**config.mk**
```make
export PLATFORM = sky130hd
export DESIGN_NAME = ddr_host_ctrl
export DESIGN_NICKNAME = d
export VERILOG_FILES = /design/src/verilog/ddr_timing_pkg.sv /design/src/verilog/ddr_host_ctrl.sv
export SDC_FILE = /design/constraint.sdc
export NUM_CORES = 1
export LEC_CHECK = 0
export ABC_AREA = 1
export BUFFER_PORTS_ARGS = -buffer_cell sky130_fd_sc_hd__buf_2
export CAP_MARGIN = 20
export CORE_MARGIN = 5
export CORE_UTILIZATION = 56
export CTS_BUF_LIST = sky130_fd_sc_hd__clkbuf_4 sky130_fd_sc_hd__clkbuf_8
export DETAILED_ROUTE_END_ITERATION = 7
export HOLD_SLACK_MARGIN = 0.12
export PLACE_DENSITY = 0.7
export SLEW_MARGIN = 20
export SYNTH_ARGS = -nofsm -noshare
export SYNTH_HDL_FRONTEND = slang
export SYNTH_HIERARCHICAL = 1
export SYNTH_SLANG_ARGS = --single-unit
```
**constraint.sdc**
```tcl
create_clock -name ref_clk -period 10.65 [get_ports ref_clk]
set_input_delay 1.065 -clock ref_clk [delete_from_list [all_inputs] [get_ports ref_clk]]
set_output_delay 1.065 -clock ref_clk [all_outputs]
set_load 0.02 [all_outputs]
```
**src/verilog/ddr_timing_pkg.sv**
```systemverilog
// Timing constants, command codes and states for the DDR host controller
package ddr_timing_pkg;
  // ==========================================
  // Clock and geometry
  localparam int CLK_NS = 10;
  localparam int CK_DIV = 2;
  localparam int BANK_W = 2;
  localparam int ROW_W = 13;
  localparam int COL_W = 10;
  localparam int LANES = 2;
  localparam int LANE_W = 8;
  localparam int WORD_W = 2 * LANES * LANE_W;
  localparam int AP_BIT = 10;
  localparam int CNT_W = 16;
  // ==========================================
  // Times as given
  localparam int REFRESH_CYCLE_TIME_NS = 70;
  localparam int ACTIVATE_TO_ACCESS_DELAY_NS = 15;
  localparam int PRECHARGE_PERIOD_NS = 15;
  localparam int BANK_TO_BANK_ACTIVATE_GAP_NS = 10;
  localparam int WRITE_RECOVERY_NS = 15;
  localparam int WRITE_TO_READ_GAP_CK = 2;
  localparam int ROW_OPEN_TIME_MIN_NS = 40;
  localparam int ROW_OPEN_TIME_MAX_NS = 70000;
  localparam int ROW_CYCLE_TIME_NS = 55;
  localparam int MODE_LOAD_WAIT_NS = 10;
  localparam int SELFREFRESH_EXIT_NONREAD_WAIT_NS = 70;
  localparam int SELFREFRESH_EXIT_READ_WAIT_CK = 200;
  localparam int AVERAGE_REFRESH_INTERVAL_NS = 7800;
  localparam int MAX_REFRESH_GAP_NS = 70300;
  localparam int MAX_POSTPONED_REFRESH = 8;
  // ==========================================
  // Cycle counts: minimums round up, maximums round down
  localparam int RFC_CYC = (REFRESH_CYCLE_TIME_NS + CLK_NS - 1) / CLK_NS;
  localparam int RCD_CYC = (ACTIVATE_TO_ACCESS_DELAY_NS + CLK_NS - 1) / CLK_NS;
  localparam int RP_CYC = (PRECHARGE_PERIOD_NS + CLK_NS - 1) / CLK_NS;
  localparam int RRD_CYC = (BANK_TO_BANK_ACTIVATE_GAP_NS + CLK_NS - 1) / CLK_NS;
  localparam int WR_CYC = (WRITE_RECOVERY_NS + CLK_NS - 1) / CLK_NS;
  localparam int WTR_CYC = WRITE_TO_READ_GAP_CK * CK_DIV;
  localparam int RAS_CYC = (ROW_OPEN_TIME_MIN_NS + CLK_NS - 1) / CLK_NS;
  localparam int RC_CYC = (ROW_CYCLE_TIME_NS + CLK_NS - 1) / CLK_NS;
  localparam int MRD_CYC = (MODE_LOAD_WAIT_NS + CLK_NS - 1) / CLK_NS;
  localparam int XSNR_CYC = (SELFREFRESH_EXIT_NONREAD_WAIT_NS + CLK_NS - 1) / CLK_NS;
  localparam int XSRD_CYC = SELFREFRESH_EXIT_READ_WAIT_CK * CK_DIV;
  localparam int REFI_CYC = AVERAGE_REFRESH_INTERVAL_NS / CLK_NS;
  // ==========================================
  // Write strobe steps and command codes {ras_n, cas_n, we_n}
  localparam int WSEQ_LAST = 5;
  localparam logic [2:0] CMD_NOP = 3'h7;
  localparam logic [2:0] CMD_ACT = 3'h3;
  localparam logic [2:0] CMD_RD = 3'h5;
  localparam logic [2:0] CMD_WR = 3'h4;
  localparam logic [2:0] CMD_PRE = 3'h2;
  localparam logic [2:0] CMD_REF = 3'h1;
  typedef enum {ST_IDLE, ST_ACT, ST_ACC, ST_PRE, ST_REF, ST_SREF, ST_SRX} state_type;
endpackage

```
**src/verilog/ddr_host_ctrl.sv**
```systemverilog
// Write data FIFO and DDR host controller with command timing
`timescale 1ns/10ps
// What this block does
// - Wait refresh cycle time after auto refresh
// - Honour activate-to-access and precharge periods
// - Space activates to different banks apart
// - Write recovery before precharge, gap before read
// - Write strobe lead and trail framing
// - Strobe valid by the write command cycle
// - Average refresh interval at most 7.8 us
// - Refreshes never more than 70.3 us apart
// - At most eight postponed or early refreshes
// - Self refresh exit wait before non-read
// - Self refresh exit 200 clocks before read
// - Auto precharge only when row time met
// - Clock enable high through refresh period
// - One strobe per eight-bit data lane
// - Row open between minimum and maximum time
// - Row cycle time between activates
// - Wait after mode load before commands

// ==========================================
// Write data FIFO
module data_fifo #(
  parameter int WIDTH = 32,
  parameter int DEPTH = 16
) (
  // Clock and reset
  input wire logic clk,
  input wire logic rst_n,
  // Fill side
  input wire logic in_valid,
  output logic in_ready,
  input wire logic [WIDTH-1:0] in_data,
  // Drain side
  output logic out_valid,
  input wire logic out_ready,
  output logic [WIDTH-1:0] out_data
);
  localparam int AW = $clog2(DEPTH);
  logic [WIDTH-1:0] mem_q [DEPTH];
  logic [AW-1:0] wr_ptr_q, wr_ptr_d, rd_ptr_q, rd_ptr_d;
  logic [AW:0] count_q, count_d;
  logic push, pop;

  // Pointer and occupancy update
  always_comb begin
    push = in_valid & in_ready;
    pop = out_valid & out_ready;
    wr_ptr_d = push ? wr_ptr_q + 1'b1 : wr_ptr_q;
    rd_ptr_d = pop ? rd_ptr_q + 1'b1 : rd_ptr_q;
    count_d = count_q + (AW + 1)'(push) - (AW + 1)'(pop);
  end

  // Registered state and flags
  always_ff @(posedge clk or negedge rst_n) begin
    if (!rst_n) begin
      wr_ptr_q <= '0;
      rd_ptr_q <= '0;
      count_q <= '0;
      in_ready <= 1'b0;
      out_valid <= 1'b0;
    end else begin
      wr_ptr_q <= wr_ptr_d;
      rd_ptr_q <= rd_ptr_d;
      count_q <= count_d;
      in_ready <= count_d != (AW + 1)'(DEPTH);
      out_valid <= count_d != '0;
    end
  end

  // Storage
  always_ff @(posedge clk) begin
    if (push) begin
      mem_q[wr_ptr_q] <= in_data;
    end
  end

  assign out_data = mem_q[rd_ptr_q];
endmodule

// ==========================================
// DDR host controller
module ddr_host_ctrl
  import ddr_timing_pkg::*;
#(
  parameter int CAS_LATENCY_CK = 3,
  parameter int ROW_OPEN_MAX_CYC = ROW_OPEN_TIME_MAX_NS / CLK_NS,
  parameter int MAX_REFRESH_GAP_CYC = MAX_REFRESH_GAP_NS / CLK_NS,
  parameter int FIFO_DEPTH = 16
) (
  // Clock and reset
  input wire logic ref_clk,
  input wire logic rst_n,
  // Access requests
  input wire logic req_valid,
  output logic req_ready,
  input wire logic req_write,
  input wire logic [BANK_W-1:0] req_bank,
  input wire logic [ROW_W-1:0] req_row,
  input wire logic [COL_W-1:0] req_col,
  // Write data
  input wire logic wr_valid,
  output logic wr_ready,
  input wire logic [WORD_W-1:0] wr_data,
  // Read data
  output logic rd_valid,
  output logic [WORD_W-1:0] rd_data,
  output logic [LANES-1:0] rd_lane_ok,
  // Self refresh
  input wire logic sr_req,
  output logic sr_active,
  // Memory command pins
  output logic ddr_ck,
  output logic ddr_ck_n,
  output logic ddr_cke,
  output logic ddr_cs_n,
  output logic ddr_ras_n,
  output logic ddr_cas_n,
  output logic ddr_we_n,
  output logic [BANK_W-1:0] ddr_ba,
  output logic [ROW_W-1:0] ddr_addr,
  // Memory data pins
  input wire logic [2*LANE_W-1:0] dq_in,
  output logic [2*LANE_W-1:0] dq_out,
  output logic dq_oe,
  input wire logic [LANES-1:0] dqs_in,
  output logic [LANES-1:0] dqs_out,
  output logic [LANES-1:0] dqs_oe
);
  localparam int RD_BEAT0 = 2 * CAS_LATENCY_CK + 4;
  localparam int RSEQ_LAST = RD_BEAT0 + 1;
  localparam int DW = 2 * LANE_W;

  logic [1:0] rst_sync_q;
  logic rst_s_n;
  logic [DW-1:0] dq_s1_q, dq_s2_q;
  logic [LANES-1:0] dqs_s1_q, dqs_s2_q;
  state_type st_q, st_d;
  logic [CNT_W-1:0] wait_q, wait_d, ras_q, ras_d, rc_q, rc_d, srx_q, srx_d, wtr_q, wtr_d;
  logic [CNT_W-1:0] tmr_q, tmr_d, gap_q, gap_d, open_q, open_d;
  logic [3:0] pend_q, pend_d;
  logic [4:0] wseq_q, wseq_d, rseq_q, rseq_d;
  logic ck_q, ck_d, cke_q, cke_d, ready_q, ready_d, have_q, have_d;
  logic [2:0] cmd_q, cmd_d;
  logic [BANK_W-1:0] ba_q, ba_d, rbank_q, rbank_d;
  logic [ROW_W-1:0] addr_q, addr_d, rrow_q, rrow_d;
  logic [COL_W-1:0] rcol_q, rcol_d;
  logic rwr_q, rwr_d, dq_oe_q, dq_oe_d, dqs_q, dqs_d, dqs_oe_q, dqs_oe_d;
  logic [WORD_W-1:0] wdat_q, wdat_d;
  logic [DW-1:0] dq_q, dq_d;
  logic rdv_q, rdv_d, take, slot, tick;
  logic iss_act, iss_rd, iss_wr, iss_pre, iss_ref;
  logic wq_valid, wq_pop;
  logic [WORD_W-1:0] wq_data;
  logic [CNT_W-1:0] since_act_q, since_pre_q, since_ref_q, since_srx_q;
  logic ck_n_q, sra_q, cs_n_q;

  // ==========================================
  // Reset release and pin synchronisers
  always_ff @(posedge ref_clk or negedge rst_n) begin
    if (!rst_n) begin
      rst_sync_q <= 2'h0;
    end else begin
      rst_sync_q <= {rst_sync_q[0], 1'b1};
    end
  end
  assign rst_s_n = rst_sync_q[1];

  // Two stages before any logic reads the data pins
  always_ff @(posedge ref_clk) begin
    dq_s1_q <= dq_in;
    dq_s2_q <= dq_s1_q;
    dqs_s1_q <= dqs_in;
    dqs_s2_q <= dqs_s1_q;
  end

  // ==========================================
  // Write data queue
  data_fifo #(.WIDTH(WORD_W), .DEPTH(FIFO_DEPTH)) wq (
    .clk(ref_clk),
    .rst_n(rst_s_n),
    .in_valid(wr_valid),
    .in_ready(wr_ready),
    .in_data(wr_data),
    .out_valid(wq_valid),
    .out_ready(wq_pop),
    .out_data(wq_data)
  );

  // ==========================================
  // Command sequencer
  always_comb begin
    st_d = st_q;
    wait_d = (wait_q != '0) ? wait_q - 1'b1 : '0;
    ras_d = (ras_q != '0) ? ras_q - 1'b1 : '0;
    rc_d = (rc_q != '0) ? rc_q - 1'b1 : '0;
    srx_d = (srx_q != '0) ? srx_q - 1'b1 : '0;
    wtr_d = (wtr_q != '0) ? wtr_q - 1'b1 : '0;
    ck_d = ~ck_q;
    cke_d = cke_q;
    cmd_d = ck_q ? CMD_NOP : cmd_q;
    ba_d = ba_q;
    addr_d = addr_q;
    have_d = have_q;
    rbank_d = rbank_q;
    rrow_d = rrow_q;
    rcol_d = rcol_q;
    rwr_d = rwr_q;
    wdat_d = wdat_q;
    wq_pop = 1'b0;
    iss_act = 1'b0;
    iss_rd = 1'b0;
    iss_wr = 1'b0;
    iss_pre = 1'b0;
    iss_ref = 1'b0;
    wseq_d = (wseq_q != 5'h00 && wseq_q != 5'(WSEQ_LAST)) ? wseq_q + 5'h01 : 5'h00;
    rseq_d = (rseq_q != 5'h00 && rseq_q != 5'(RSEQ_LAST)) ? rseq_q + 5'h01 : 5'h00;
    take = req_valid & ready_q & (~req_write | wq_valid);
    slot = ck_q & (wait_q == '0);
    // Latch one request
    if (take) begin
      have_d = 1'b1;
      rbank_d = req_bank;
      rrow_d = req_row;
      rcol_d = req_col;
      rwr_d = req_write;
    end
    if (slot) begin
      case (st_q)
        ST_IDLE: begin
          if (rc_q == '0 && pend_q != 4'h0 && (pend_q == 4'(MAX_POSTPONED_REFRESH) || !have_q)) begin
            cmd_d = CMD_REF;
            iss_ref = 1'b1;
            wait_d = CNT_W'(RFC_CYC);
            rc_d = CNT_W'(RFC_CYC);
            st_d = ST_REF;
          end else if (have_q && rc_q == '0) begin
            cmd_d = CMD_ACT;
            iss_act = 1'b1;
            ba_d = rbank_q;
            addr_d = rrow_q;
            wait_d = CNT_W'(RCD_CYC);
            ras_d = CNT_W'(RAS_CYC);
            rc_d = CNT_W'((RC_CYC > RRD_CYC) ? RC_CYC : RRD_CYC);
            st_d = ST_ACT;
          end else if (sr_req && !have_q && pend_q == 4'h0 && rc_q == '0) begin
            cmd_d = CMD_REF;
            iss_ref = 1'b1;
            cke_d = 1'b0;
            st_d = ST_SREF;
          end
        end
        ST_ACT: begin
          if (rwr_q && wseq_q == 5'h00 && rseq_q == 5'h00) begin
            cmd_d = CMD_WR;
            iss_wr = 1'b1;
            have_d = 1'b0;
            wq_pop = 1'b1;
            wdat_d = wq_data;
            addr_d = ROW_W'(rcol_q);
            addr_d[AP_BIT] = 1'b0;
            wseq_d = 5'h01;
            wait_d = CNT_W'(WSEQ_LAST + WR_CYC);
            wtr_d = CNT_W'(WSEQ_LAST + WTR_CYC);
            st_d = ST_ACC;
          end else if (!rwr_q && srx_q == '0 && wtr_q == '0 && rseq_q == 5'h00 && wseq_q == 5'h00) begin
            cmd_d = CMD_RD;
            iss_rd = 1'b1;
            have_d = 1'b0;
            addr_d = ROW_W'(rcol_q);
            addr_d[AP_BIT] = 1'b0;
            rseq_d = 5'h01;
            st_d = ST_ACC;
          end
        end
        ST_ACC: begin
          if (ras_q == '0) begin
            cmd_d = CMD_PRE;
            iss_pre = 1'b1;
            addr_d[AP_BIT] = 1'b0;
            wait_d = CNT_W'(RP_CYC);
            st_d = ST_PRE;
          end
        end
        ST_PRE: st_d = ST_IDLE;
        ST_REF: st_d = ST_IDLE;
        ST_SREF: begin
          if (!sr_req) begin
            cke_d = 1'b1;
            wait_d = CNT_W'(XSNR_CYC);
            srx_d = CNT_W'(XSRD_CYC);
            st_d = ST_SRX;
          end
        end
        ST_SRX: st_d = ST_IDLE;
        default: st_d = ST_IDLE;
      endcase
    end
    ready_d = ~have_d & ~sr_req;
  end

  // Sequencer registers
  always_ff @(posedge ref_clk or negedge rst_s_n) begin
    if (!rst_s_n) begin
      st_q <= ST_IDLE;
      wait_q <= CNT_W'(MRD_CYC);
      ras_q <= '0;
      rc_q <= '0;
      srx_q <= '0;
      wtr_q <= '0;
      ck_q <= 1'b0;
      ck_n_q <= 1'b1;
      sra_q <= 1'b0;
      cs_n_q <= 1'b1;
      cke_q <= 1'b1;
      cmd_q <= CMD_NOP;
      ba_q <= '0;
      addr_q <= '0;
      have_q <= 1'b0;
      ready_q <= 1'b0;
      rbank_q <= '0;
      rrow_q <= '0;
      rcol_q <= '0;
      rwr_q <= 1'b0;
      wdat_q <= '0;
      wseq_q <= 5'h00;
      rseq_q <= 5'h00;
    end else begin
      st_q <= st_d;
      wait_q <= wait_d;
      ras_q <= ras_d;
      rc_q <= rc_d;
      srx_q <= srx_d;
      wtr_q <= wtr_d;
      ck_q <= ck_d;
      ck_n_q <= ck_q;
      sra_q <= ~cke_d;
      cs_n_q <= 1'b0;
      cke_q <= cke_d;
      cmd_q <= cmd_d;
      ba_q <= ba_d;
      addr_q <= addr_d;
      have_q <= have_d;
      ready_q <= ready_d;
      rbank_q <= rbank_d;
      rrow_q <= rrow_d;
      rcol_q <= rcol_d;
      rwr_q <= rwr_d;
      wdat_q <= wdat_d;
      wseq_q <= wseq_d;
      rseq_q <= rseq_d;
    end
  end

  // ==========================================
  // Refresh scheduling
  always_comb begin
    tick = tmr_q == CNT_W'(REFI_CYC - 1);
    tmr_d = tick ? '0 : tmr_q + 1'b1;
    pend_d = pend_q + 4'(tick) - 4'(iss_ref & cke_d);
    gap_d = iss_ref ? '0 : gap_q + 1'b1;
    open_d = iss_act ? 16'h0001 : (st_q == ST_ACT || st_q == ST_ACC) ? open_q + 1'b1 : '0;
    if (st_q == ST_SREF) begin
      tmr_d = '0;
      pend_d = 4'h0;
      gap_d = '0;
    end
  end

  // Refresh registers
  always_ff @(posedge ref_clk or negedge rst_s_n) begin
    if (!rst_s_n) begin
      tmr_q <= '0;
      pend_q <= 4'h0;
      gap_q <= '0;
      open_q <= '0;
    end else begin
      tmr_q <= tmr_d;
      pend_q <= pend_d;
      gap_q <= gap_d;
      open_q <= open_d;
    end
  end

  // ==========================================
  // Write strobe framing and read capture control
  always_comb begin
    dqs_oe_d = wseq_d >= 5'h01 && wseq_d <= 5'h04;
    dqs_d = wseq_d == 5'h03;
    dq_oe_d = wseq_d == 5'h02 || wseq_d == 5'h03;
    dq_d = (wseq_d == 5'h03) ? wdat_d[WORD_W-1:DW] : wdat_d[DW-1:0];
    rdv_d = rseq_q == 5'(RSEQ_LAST);
  end

  // Data path registers
  always_ff @(posedge ref_clk or negedge rst_s_n) begin
    if (!rst_s_n) begin
      dqs_oe_q <= 1'b0;
      dqs_q <= 1'b0;
      dq_oe_q <= 1'b0;
      dq_q <= '0;
      rdv_q <= 1'b0;
    end else begin
      dqs_oe_q <= dqs_oe_d;
      dqs_q <= dqs_d;
      dq_oe_q <= dq_oe_d;
      dq_q <= dq_d;
      rdv_q <= rdv_d;
    end
  end

  // Per-lane strobe drive and read capture
  for (genvar g = 0; g < LANES; g++) begin : lane
    logic [LANE_W-1:0] b0_q, b0_d, b1_q, b1_d;
    logic ok_q, ok_d;
    always_comb begin
      b0_d = (rseq_q == 5'(RD_BEAT0)) ? dq_s2_q[g*LANE_W +: LANE_W] : b0_q;
      b1_d = (rseq_q == 5'(RD_BEAT0 + 1)) ? dq_s2_q[g*LANE_W +: LANE_W] : b1_q;
      ok_d = (rseq_q == 5'(RD_BEAT0)) ? dqs_s2_q[g] : ok_q;
    end
    always_ff @(posedge ref_clk or negedge rst_s_n) begin
      if (!rst_s_n) begin
        b0_q <= '0;
        b1_q <= '0;
        ok_q <= 1'b0;
      end else begin
        b0_q <= b0_d;
        b1_q <= b1_d;
        ok_q <= ok_d;
      end
    end
    assign rd_data[g*LANE_W +: LANE_W] = b0_q;
    assign rd_data[DW + g*LANE_W +: LANE_W] = b1_q;
    assign rd_lane_ok[g] = ok_q;
    assign dqs_out[g] = dqs_q;
    assign dqs_oe[g] = dqs_oe_q;
  end

  // ==========================================
  // Outputs from registers
  assign req_ready = ready_q;
  assign rd_valid = rdv_q;
  assign sr_active = sra_q;
  assign ddr_ck = ck_q;
  assign ddr_ck_n = ck_n_q;
  assign ddr_cke = cke_q;
  assign ddr_cs_n = cs_n_q;
  assign {ddr_ras_n, ddr_cas_n, ddr_we_n} = cmd_q;
  assign ddr_ba = ba_q;
  assign ddr_addr = addr_q;
  assign dq_out = dq_q;
  assign dq_oe = dq_oe_q;

  // ==========================================
  // Helper counters since activate, precharge, refresh and self refresh exit
  always_ff @(posedge ref_clk or negedge rst_s_n) begin
    if (!rst_s_n) begin
      since_act_q <= '1;
      since_pre_q <= '1;
      since_ref_q <= '1;
      since_srx_q <= '1;
    end else begin
      since_act_q <= iss_act ? 16'h0001 : (&since_act_q ? since_act_q : since_act_q + 1'b1);
      since_pre_q <= iss_pre ? 16'h0001 : (&since_pre_q ? since_pre_q : since_pre_q + 1'b1);
      since_ref_q <= iss_ref ? 16'h0001 : (&since_ref_q ? since_ref_q : since_ref_q + 1'b1);
      since_srx_q <= !cke_q ? 16'h0001 : (&since_srx_q ? since_srx_q : since_srx_q + 1'b1);
    end
  end
endmodule

```
==> results of run 1 <==
-- report_power, final --
group	total (uW)	internal, uW	switching [uW]
registers	3680	3620	60.0
logic	543	133	410
clock network	2750	1550	1210
total	6980	5300	1680
-- per-layer routing --
| layer | wire (microns) | track usage |
|---|---|---|
| met5 | 56 | 0 |
| met1 | 32800 | 0.309 |
| met4 | 1860 | 0.0853 |
| met3 | 5250 | 0.0466 |
| met2 | 39600 | 0.399 |
-- cell families after synthesis --
kind of cell | after synthesis
AOI/OAI and AO/OA | 111
adders and majority gates | 30
buffers and inverters | 753
xor gates and xnor gates | 72
and+or+nand+nor | 1683
other | 2
muxes | 26
DFF | 815
-- metrics by stage --
stage               utilization  worst slack [ns]
finish                    0.629              6.46
global route              0.629              6.15
CTS                       0.629              6.39
detailed placement        0.586              6.43
global placement          0.586              6.52
floorplan                     -              2.67
-- area by class of cell --
type	count	area, sq um	share of cell area
sequential	815	22800	0.577
multi-input combinational	1924	9520	0.241
clock buffer	210	2550	0.0646
inverter	613	2310	0.0585
timing repair buffer	192	1070	0.0270
tap	846	1060	0.0268
clock inverter	29	184	0.00466
antenna	2	5.00	0.000127
-- worst reg2reg max path, delay by kind of cell, from the launching register on --
kind / cells / cell delay, ns
AND/OR/NAND/NOR: 8 / 2.19
XOR/XNOR: 1 / 0.18
buffers and inverters: 5 / 0.49
flip-flops: 1 / 0.40
adder cells (fa/ha/maj): 3 / 0.80
-- path summary, 6_finish.rpt --
kind / start / end / slack [ns] / depth (start not counted)
max in group asynchronous: rst_sync_q[1] / wtr_q[5] / 9.09 / 1
hold / removal: rst_sync_q[1] / lane[0].b1_q[3] / 0.25 / 0
hold reg to reg: rst_sync_q[1] / lane[0].b1_q[3] / 0.25 / 0
setup / recovery: st_q[1] / wq/in_ready / 6.46 / 17
setup reg to reg: st_q[1] / wq/in_ready / 6.46 / 17
min in group ref_clk: dq_s1_q[3] / dq_s2_q[3] / 0.32 / 0
-- synthesized netlist by cell type (3+ instances only) --
| cell | instances | area share |
|---|---|---|
| mux2_2 | 26 | 0.0083 |
| edfxtp_1 | 512 | 0.44 |
| a31oi_1 | 3 | 0.00053 |
| nor3b_1 | 9 | 0.0019 |
| a21oi_1 | 25 | 0.0035 |
| nand3_2 | 3 | 0.00085 |
| o21ai_2 | 13 | 0.0032 |
| o21bai_1 | 4 | 0.00085 |
| buf_2 | 68 | 0.0096 |
| nor3_1 | 38 | 0.0054 |
| or2_2 | 43 | 0.0076 |
| nor4_1 | 9 | 0.0016 |
| xnor2_1 | 20 | 0.0050 |
| nand3_1 | 513 | 0.073 |
| nor2_4 | 3 | 0.00096 |
| nor2_1 | 180 | 0.019 |
| clkbuf_1 | 27 | 0.0029 |
| or2_0 | 21 | 0.0037 |
| or2_1 | 4 | 0.00071 |
| nand2_1 | 826 | 0.088 |
| nand4_1 | 11 | 0.0019 |
| xor2_1 | 52 | 0.013 |
| nand2_2 | 3 | 0.00053 |
| inv_1 | 608 | 0.065 |
| dfrtp_1 | 260 | 0.18 |
| inv_2 | 3 | 0.00032 |
| dfxtp_1 | 36 | 0.020 |
| ha_1 | 28 | 0.0099 |
| buf_1 | 8 | 0.00085 |
| buf_6 | 17 | 0.0054 |
| buf_4 | 17 | 0.0036 |
| nor2_2 | 8 | 0.0014 |
| o21ai_0 | 55 | 0.0078 |
| dfstp_2 | 7 | 0.0052 |
-- repair_timing --
action,in CTS,in global routing
hold buffers,1,0
hold endpoints to repair,2,0
gates resized for setup,0,0
==> metrics.log, run 1 <==
[metrics] Tcrit/Tclk final: 0.394
[metrics] antenna-violating nets left: 0
[metrics] antenna violations before repair: 8
[metrics] transition at the pin with the smallest max-transition slack: 1.15 ns
[metrics] CP Buf/Inv Count: 5
[metrics] vias per cell: 5.12
[metrics] clock slew at the register clock pins of the worst setup and hold paths: 0.06 ns
[metrics] CP startpoint kind: register
[metrics] most common flop cell mapped by yosys: edfxtp_1
[metrics] Biggest register: wq/mem_q
[metrics] clock tree from TritonCTS: built
[metrics] dpl hpwl: 45,100 microns
[metrics] core area: 0.0627 sq mm
[metrics] layout cell share with drive strength beyond 1: 0.148
[metrics] largest family of logic cells by synthesized area: simple AND/OR/NAND/NOR gates
[metrics] post-synthesis area per instance: between 10 and 15 sq um
[metrics] Final Skew: between 0.02 and 0.03 ns
[metrics] number of distinct library cell variants in the gate-level netlist after synthesis: 56
[metrics] FILL cells: between 5,000 and 6,000
[metrics] commonest non-fill, non-tap cell in the layout: nand2_1
[metrics] clock net sink count: ~820
[metrics] count of final hold-check violations: 0
[metrics] worst-case headroom to the max-slew limit: 0.232
[metrics] Largest register FFs: 512
[metrics] gate count after technology mapping: 3,492
[metrics] post-layout net count: about 3,800
[metrics] leakage power: 0.0184 uW
[metrics] required time of the critical path: roughly 11 ns
[metrics] Max Cap Viol: 0
[metrics] number of detailed-routing iterations run before antenna repair: 5
[metrics] total negative slack: 0 ns
[metrics] peak fanout along the critical path: 34
[metrics] post-layout instance count excluding filler cells: approximately 4,600
[metrics] PD cells: 177 mW/mm^2
[metrics] clock root buffer master: clkbuf_8
[metrics] Total Routing Usage GR: 0.237
[metrics] post-synthesis simple-gate area fraction: 0.210
[metrics] Clock Latency Late Sink: 0.77 ns
[metrics] signal arrival time at the worst endpoint: roughly 4.8 ns
[metrics] Inserted Clock Buffers: 136
[metrics] width of the die: 261 microns
[metrics] flip-flop and latch count after synthesis: 815
[metrics] fraction of synthesis flops using an asynchronous set or reset pin: 0.328
[metrics] maximum level of the CTS H-tree: 4
[metrics] effective utilization at floorplan: 0.563
[metrics] parity-gate share of the synthesized area counting xor and xnor cells: 0.0179
[metrics] top flop regs: wq/mem_q (512), wdat_q (32)
[metrics] die height: approximately 260 microns
[metrics] critical path endpoint category: register
[metrics] global-route wire length before repair: between 100,000 and 150,000 microns
[metrics] critical path class: register to register
[metrics] Cell Rows: 92
[metrics] compound-cell area share of the yosys netlist: 0.0183
[metrics] synthesized-area fraction occupied by adder cells: 0.0111
[metrics] Slowest cell on crit path: nor2_4
[metrics] library cell appearing most often on the critical path: inv_1
[metrics] outcome: finished clean
[metrics] global placer's final weighted congestion: roughly 0.81
[metrics] YS warnings: 6
[metrics] relative area change from synthesis to final layout: 11.9%
[metrics] total gr overflow: 0
[metrics] final standard cell area without fillers: 0.0395 sq mm
[metrics] drt initial violations: 1,765
[metrics] detail-routed net length per standard cell: approximately 17 microns
[metrics] placed instance count: 4,389
[metrics] CTS max path bufs: 3
[metrics] Post-CTS Repair Setup Buffers: 0
[metrics] area of placed instances: 0.0367 sq mm
[metrics] via count of the first global-routing pass: 23,156
[metrics] RSZ-0062 raised after global routing: false
[metrics] IO Pins: about 160
[metrics] worst ir drop on vdd: 0.113 mV
[metrics] Largest stage delay, worst path: 0.65 ns
[metrics] number of enable-type register cells in the synthesized netlist: 512
[metrics] Final Power: 6980 uW
[metrics] Final Routed Wirelength: ~80,000 microns
[metrics] min cycle time layout: 4.19 ns
[metrics] DRC violations left: 0
[metrics] total via count after detailed routing: 23,731
[metrics] class of the tightest hold or removal check: register to async pin
[metrics] multiplexer fraction of the synthesized cell area: 0.00830
[metrics] f_max: 238 MHz
[metrics] Final Slew Violations: 0
[metrics] Syn Nets: 3,603
[metrics] final setup vio count: 0
[metrics] cell class contributing the biggest share of worst-path delay: simple AND/OR/NAND/NOR gates
[metrics] die outline area: just under 0.07 sq mm
[metrics] post-synthesis cell area: 0.0353 sq mm
[metrics] chain of cells forming the critical path: nor2_2, nand2_1, nor3_2, inv_1, nor2_4, nand2_1, inv_1, ha_1, inv_1, ha_1, inv_1, fa_1, inv_1, nand3_1, nand2_1, xor2_1, nand3_1
[metrics] commonest cells after routing, fill and taps aside: nand2_1, inv_1, nand3_1, edfxtp_1, dfrtp_1
[metrics] sequential cell area fraction in the yosys report: 0.646
[metrics] maximum number of pins on one net before global-route repair: 184
[metrics] Hold WS: 0.248 ns
[metrics] Port Buffers: 161
Note: power is estimated with default switching activity, not from simulation.
==> run 2, diff against run 1 <==
==> constraint.sdc (replaced) <==
create_clock -name ref_clk -period 4.1 [get_ports ref_clk]
set_input_delay 0.41 -clock ref_clk [delete_from_list [all_inputs] [get_ports ref_clk]]
set_output_delay 0.41 -clock ref_clk [all_outputs]
set_load 0.02 [all_outputs]
==> metrics.log, run 2 (synthesized netlist as in run 1, its figures left out) <==
[metrics] effective utilization at floorplan: 0.563 (unchanged)
[metrics] count of final hold-check violations: 0 (unchanged)
[metrics] clock net sink count: 815 (unchanged)
[metrics] signal arrival time at the worst endpoint: 3.91 ns (-0.92 ns)
[metrics] library cell appearing most often on the critical path: inv_1
[metrics] commonest non-fill, non-tap cell in the layout: nand2_1
[metrics] Total Routing Usage GR: 0.245 (+0.00849)
[metrics] cell class contributing the biggest share of worst-path delay: adder cells
[metrics] IO Pins: 162 (unchanged)
[metrics] Tcrit/Tclk final: 0.795 (+0.401)
[metrics] maximum number of pins on one net before global-route repair: 180 (-2.2%)
[metrics] Largest register FFs: 512 (unchanged)
[metrics] outcome: finished clean
[metrics] Final Routed Wirelength: 83,500 microns (+4.9%)
[metrics] global-route wire length before repair: 129,000 microns (+2.8%)
[metrics] via count of the first global-routing pass: 23,746 (+2.5%)
[metrics] Final Power: 18,500 uW (+170%)
[metrics] dpl hpwl: 47,400 microns (+5.1%)
[metrics] area of placed instances: 0.0370 sq mm (+0.75%)
[metrics] Max Cap Viol: 0 (unchanged)
[metrics] post-layout net count: 3,893 (+2.6%)
[metrics] worst-case headroom to the max-slew limit: 0.287 (+0.0549)
[metrics] transition at the pin with the smallest max-transition slack: 1.06 ns (-0.0890 ns)
[metrics] width of the die: 261 microns (unchanged)
[metrics] number of detailed-routing iterations run before antenna repair: 8 (+3)
[metrics] CP startpoint kind: register
[metrics] total gr overflow: 0 (unchanged)
[metrics] chain of cells forming the critical path: inv_1, ha_1, nand3_2, nor3_2, inv_1, nor2_4, nand2_1, inv_1, ha_1, inv_1, ha_1, inv_1, fa_1, inv_1, nand3_1, nand2_1, xor2_1, nand3_1
[metrics] Port Buffers: 161 (unchanged)
[metrics] layout cell share with drive strength beyond 1: 0.151 (+0.00320)
[metrics] utilization of the core after routing: 0.649 (+0.0198)
[metrics] Cell Rows: 92 (unchanged)
[metrics] CP Buf/Inv Count: 6 (+1)
[metrics] maximum level of the CTS H-tree: 4 (unchanged)
[metrics] RSZ-0062 raised after global routing: false
[metrics] antenna-violating nets left: 0 (unchanged)
[metrics] f_max: 307 MHz (+29%)
[metrics] CTS max path bufs: 3 (unchanged)
[metrics] final standard cell area without fillers: 0.0407 sq mm (+3.1%)
[metrics] Post-CTS Repair Setup Buffers: 0 (unchanged)
[metrics] Hold WS: 0.196 ns (-0.0518 ns)
[metrics] commonest cells after routing, fill and taps aside: nand2_1, inv_1, nand3_1, edfxtp_1, dfrtp_1
[metrics] final setup vio count: 0 (unchanged)
[metrics] Largest stage delay, worst path: 0.44 ns (-0.21 ns)
[metrics] leakage power: 0.0189 uW (+3.0%)
[metrics] Final Skew: 0.0301 ns (+0.00201 ns)
[metrics] die outline area: 0.0681 sq mm (unchanged)
[metrics] clock root buffer master: clkbuf_8
[metrics] Biggest register: wq/mem_q
[metrics] drt initial violations: 1,925 (+9.1%)
[metrics] antenna violations before repair: 3 (-5)
[metrics] total negative slack: 0 ns (unchanged)
[metrics] post-cts hold buffer count: 82 (+81)
[metrics] class of the tightest hold or removal check: input pin to register
[metrics] total via count after detailed routing: 24,402 (+2.8%)
[metrics] relative area change from synthesis to final layout: 15.4%
[metrics] Slowest cell on crit path: dfrtp_1
[metrics] Clock Latency Late Sink: 0.79 ns (+0.02 ns)
[metrics] PD cells: 455 mW/mm^2 (+160%)
[metrics] min cycle time layout: 3.26 ns (-0.934 ns)
[metrics] clock slew at the register clock pins of the worst setup and hold paths: 0.06 ns (about the same)
[metrics] Final Slew Violations: 0 (unchanged)
[metrics] die height: 261 microns (unchanged)
[metrics] Inserted Clock Buffers: 137 (+0.74%)
[metrics] critical path class: register to register
[metrics] worst ir drop on vdd: 0.350 mV (+210%)
[metrics] top flop regs: wq/mem_q (512), wdat_q (32)
[metrics] clock tree from TritonCTS: built
[metrics] DRC violations left: 0 (unchanged)
[metrics] post-CTS sizing: 0 (unchanged)
[metrics] area of combinational cells with multiple inputs: 0.00952 sq mm (unchanged)
[metrics] critical path endpoint category: register
[metrics] core area: 0.0627 sq mm (unchanged)
[metrics] FILL cells: 4,954 (-1.6%)
[metrics] vias per cell: 5.15 (+0.53%)
[metrics] global placer's final weighted congestion: 0.864 (+6.5%)
[metrics] area taken by flip-flops and latches: 0.0228 sq mm (about the same)
[metrics] required time of the critical path: 4.75 ns (-6.53 ns)
[metrics] peak fanout along the critical path: 6 (-82%)
[metrics] detail-routed net length per standard cell: 17.6 microns (+2.6%)
-- run 2: final timing paths --
path                       cells past startpoint     startpoint  slack (ns)               to
max                                           18      wseq_q[0]        0.84      wq/in_ready
min reg2reg                                    0    dqs_s1_q[0]        0.33      dqs_s2_q[0]
min in group asynchronous                      0  rst_sync_q[1]        0.41  lane[0].b1_q[7]
max reg2reg                                   18      wseq_q[0]        0.84      wq/in_ready
min                                            4      req_valid        0.20           have_q
max in group asynchronous                      1  rst_sync_q[1]        2.70        wait_q[0]
-- run 2: metrics by stage --
step | instances | setup WS [ns]
floorplan | 3492 | 1.03
global route | 4736 | 0.536
finish | 4737 | 0.839
detailed placement | 4407 | 0.852
global placement | 4407 | 1.02
CTS | 4734 | 0.847
-- run 2: where the power goes --
group	internal (uW)	switching [uW]
Sequential	9410	172
Clock	4260	3170
Combinational	423	1100
-- run 2: cell type report --
| type | count | share of cell area |
|---|---|---|
| antenna | 3 | 0.000184 |
| clock buffer | 214 | 0.0656 |
| clock inverter | 31 | 0.00538 |
| inverter | 613 | 0.0567 |
| multi-input combinational | 1924 | 0.234 |
| sequential | 815 | 0.560 |
| tap | 846 | 0.0260 |
| timing repair buffer | 291 | 0.0528 |
-- run 2: worst register-to-register path, cell delays in order (launching register included) --
cell	delay, ns
dfrtp_1	0.44
inv_1	0.09
ha_1	0.18
nand3_2	0.12
nor3_2	0.29
inv_1	0.12
nor2_4	0.14
nand2_1	0.10
inv_1	0.17
ha_1	0.26
inv_1	0.06
ha_1	0.15
inv_1	0.05
fa_1	0.39
inv_1	0.08
nand3_1	0.07
nand2_1	0.12
xor2_1	0.20
nand3_1	0.10
-- run 2: metal layers --
layer	vias up	share of wire	global-route usage
met5	-	0	0
met4	0	0.032	0.0964
met2	775	0.48	0.404
met1	11674	0.42	0.323
met3	170	0.070	0.0520
li1	11783	-	-
==> run 3, diff against run 2 <==
--- a/config.mk
+++ b/config.mk
@@ -13,7 +13,7 @@
 export CTS_BUF_LIST = sky130_fd_sc_hd__clkbuf_4 sky130_fd_sc_hd__clkbuf_8
 export DETAILED_ROUTE_END_ITERATION = 7
 export HOLD_SLACK_MARGIN = 0.12
-export PLACE_DENSITY = 0.7
+export PLACE_DENSITY = 0.73
 export SLEW_MARGIN = 20
 export SYNTH_ARGS = -nofsm -noshare
 export SYNTH_HDL_FRONTEND = slang
==> constraint.sdc (replaced) <==
create_clock -name ref_clk -period 2.7 [get_ports ref_clk]
set_input_delay 0.27 -clock ref_clk [delete_from_list [all_inputs] [get_ports ref_clk]]
set_output_delay 0.27 -clock ref_clk [all_outputs]
set_load 0.02 [all_outputs]
==> metrics.log, run 3 (synthesized netlist as in run 1, its figures left out) <==
[metrics] outcome: finished with violations
[metrics] violated checks: design-rule violations, negative setup slack
[metrics] chain of cells forming the critical path: inv_2, ha_4, nand4_1, nor3_2, inv_1, nor2_4, nand2_4, inv_4, ha_4, inv_2, ha_4, inv_2, fa_2, inv_2, nand3_2, nand2_2, xor2_2, nand3_1
[metrics] Clock Latency Late Sink: 0.76 ns (-0.03 ns)
[metrics] RSZ-0062 raised after global routing: true
[metrics] post-layout net count: 4,012 (+3.1%)
[metrics] via count of the first global-routing pass: 24,412 (+2.8%)
[metrics] DRC violations left: 2 (+2)
[metrics] core area: 0.0627 sq mm (unchanged)
[metrics] total negative slack: -0.00297 ns (-0.00297 ns)
[metrics] cell class contributing the biggest share of worst-path delay: simple AND/OR/NAND/NOR gates
[metrics] class of the tightest hold or removal check: input pin to register
[metrics] die height: 261 microns (unchanged)
[metrics] relative area change from synthesis to final layout: 18.8%
[metrics] Slowest cell on crit path: dfrtp_1
[metrics] vias per cell: 5.16 (+0.22%)
[metrics] min cycle time layout: 2.70 ns (-0.558 ns)
[metrics] origin of the critical flop-to-flop path: rseq_q[0]
[metrics] Largest stage delay, worst path: 0.39 ns (-0.05 ns)
[metrics] global placer's final weighted congestion: 0.892 (+3.3%)
[metrics] total met3 wirelength after detailed routing: 6290 microns (+7.1%)
[metrics] Port Buffers: 161 (unchanged)
[metrics] Final Slew Violations: 0 (unchanged)
[metrics] Worst Hold Path EP: rrow_q[12]
[metrics] transition at the pin with the smallest max-transition slack: 0.772 ns (-0.291 ns)
[metrics] placed instance count: 4,474 (+1.5%)
[metrics] signal arrival time at the worst endpoint: 3.34 ns (-0.57 ns)
[metrics] FILL cells: 4,667 (-5.8%)
[metrics] area of placed instances: 0.0378 sq mm (+2.1%)
[metrics] DRT met1 WL: 34,200 microns (-1.5%)
[metrics] leakage power: 0.0194 uW (+2.9%)
[metrics] global-route wire length before repair: 131,000 microns (+1.8%)
[metrics] clock net sink count: 815 (unchanged)
[metrics] final standard cell area without fillers: 0.0419 sq mm (+2.9%)
[metrics] total via count after detailed routing: 25,034 (+2.6%)
[metrics] critical path endpoint category: register
[metrics] PD cells: 661 mW/mm^2 (+45%)
[metrics] drt initial violations: 2,060 (+7.0%)
[metrics] timing startpoint of the critical path: rseq_q[0]
[metrics] width of the die: 261 microns (unchanged)
[metrics] total gr overflow: 0 (unchanged)
[metrics] required time of the critical path: 3.34 ns (-1.41 ns)
[metrics] post-layout instance count excluding filler cells: 4,849 (+2.4%)
[metrics] maximum number of pins on one net before global-route repair: 92 (-49%)
[metrics] CP Buf/Inv Count: 6 (unchanged)
[metrics] number of detailed-routing iterations run before antenna repair: 8 (unchanged)
[metrics] clock tree from TritonCTS: built
[metrics] CTS max path bufs: 3 (unchanged)
[metrics] worst-case headroom to the max-slew limit: 0.484 (+0.197)
[metrics] Final Skew: 0.0288 ns (-0.00138 ns)
[metrics] number of stages on the worst hold path: 3 (-1)
[metrics] commonest non-fill, non-tap cell in the layout: nand2_1
[metrics] worst ir drop on vdd: 0.503 mV (+44%)
[metrics] library cell appearing most often on the critical path: inv_2
[metrics] Biggest register: wq/mem_q
[metrics] Detail Route met2 WL: 42,000 microns (+4.5%)
[metrics] critical path class: register to register
[metrics] Total Routing Usage GR: 0.247 (+0.00195)
[metrics] CP startpoint kind: register
[metrics] f_max: 370 MHz (+21%)
[metrics] clock slew at the register clock pins of the worst setup and hold paths: 0.06 ns (about the same)
[metrics] commonest cells after routing, fill and taps aside: nand2_1, inv_1, edfxtp_1
[metrics] detail-routed net length per standard cell: 17.4 microns (-0.97%)
[metrics] utilization of the core after routing: 0.668 (+0.0190)
[metrics] die outline area: 0.0681 sq mm (unchanged)
[metrics] final worst slack: -0.00297 ns (-0.842 ns)
[metrics] Inserted Clock Buffers: 135 (-1.5%)
[metrics] Tcrit/Tclk final: 1.00 (+0.206)
[metrics] Final Routed Wirelength: 84,600 microns (+1.4%)
[metrics] Cell Rows: 92 (unchanged)
[metrics] Max Used Layer: met5
[metrics] Hold Crit Start: req_row[12]
[metrics] final setup vio count: 1 (+1)
[metrics] effective utilization at floorplan: 0.563 (unchanged)
[metrics] critical register-to-register path endpoint: wq/in_ready
[metrics] Max Cap Viol: 0 (unchanged)
[metrics] antenna violations before repair: 2 (-1)
[metrics] top flop regs: wq/mem_q (512), wdat_q (32)
[metrics] maximum level of the CTS H-tree: 4 (unchanged)
[metrics] internal reg-to-reg setup slack: -0.003 ns (-0.84 ns)
[metrics] peak fanout along the critical path: 2 (-4)
[metrics] Largest register FFs: 512 (unchanged)
[metrics] antenna-violating nets left: 0 (unchanged)
[metrics] clock root buffer master: clkbuf_8
[metrics] IO Pins: 162 (unchanged)
[metrics] dpl hpwl: 49,400 microns (+4.3%)
[metrics] Hold WS: 0.274 ns (+0.0783 ns)
[metrics] count of final hold-check violations: 0 (unchanged)
[metrics] layout cell share with drive strength beyond 1: 0.182 (+0.0306)
[metrics] depth of the worst register-to-register path: 18 (unchanged)
## run 3: area by class of cell
| cell class | instances | area, sq um | share of cell area |
|---|---|---|---|
| flip-flops and latches | 815 | 22800 | 0.544 |
| multi-input cells | 1924 | 9730 | 0.232 |
| clock inverters | 24 | 138 | 0.00328 |
| clock buffers | 211 | 2520 | 0.0600 |
| well taps | 846 | 1060 | 0.0253 |
| inverters | 613 | 2310 | 0.0551 |
| diodes | 4 | 10.0 | 0.000239 |
| repair buffers | 412 | 3350 | 0.0800 |
## run 3: per-stage QoR
| step | power (uW) | setup slack, ns |
|---|---|---|
| 2_1_floorplan | 16000 | -0.132 |
| 6_report | 27700 | -0.00297 |
| 4_1_cts | 27900 | -0.00663 |
| 3_3_place_gp | 17100 | 0.0229 |
| 3_5_place_dp | 17100 | -0.0837 |
| 5_1_grt | 28900 | -0.183 |
## run 3: power breakdown
group          internal, uW  leakage (uW)  total [uW]  switching [uW]
registers             14300       0.00830       14500             257
logic                   785       0.00974        2570            1780
clock network          5900       0.00141       10600            4710
## run 3: layer usage
metal  vias up  GRT usage
met3       153     0.0519
li1      12018          -
met5         -          0
met1     11939      0.324
met2       922      0.416
met4         2     0.0820
## run 3: how the worst max path moves through the flow
stage                        to  slack (ns)  depth (start not counted)
CTS                   pend_q[3]      -0.007                         19
detailed placement    pend_q[3]       -0.08                         19
global placement      pend_q[1]        0.02                         17
global route        wq/in_ready       -0.18                         18
finish              wq/in_ready      -0.003                         18
floorplan           wq/in_ready       -0.13                         19
## run 3: tightest hold or removal path, delay by kind of cell
family,cells,cell delay (ns)
muxes,1,0.12
buffers and inverters,2,0.60
## run 3: repair_timing
item / CTS / global route
pin swaps: 11 / 15
hold endpoints to repair: 576 / 0
buffers inserted: 25 / 9
gates cloned: 0 / 0
hold buffers: 103 / 0
endpoints found under the setup margin: 5 / 23
resized for setup: 18 / 39
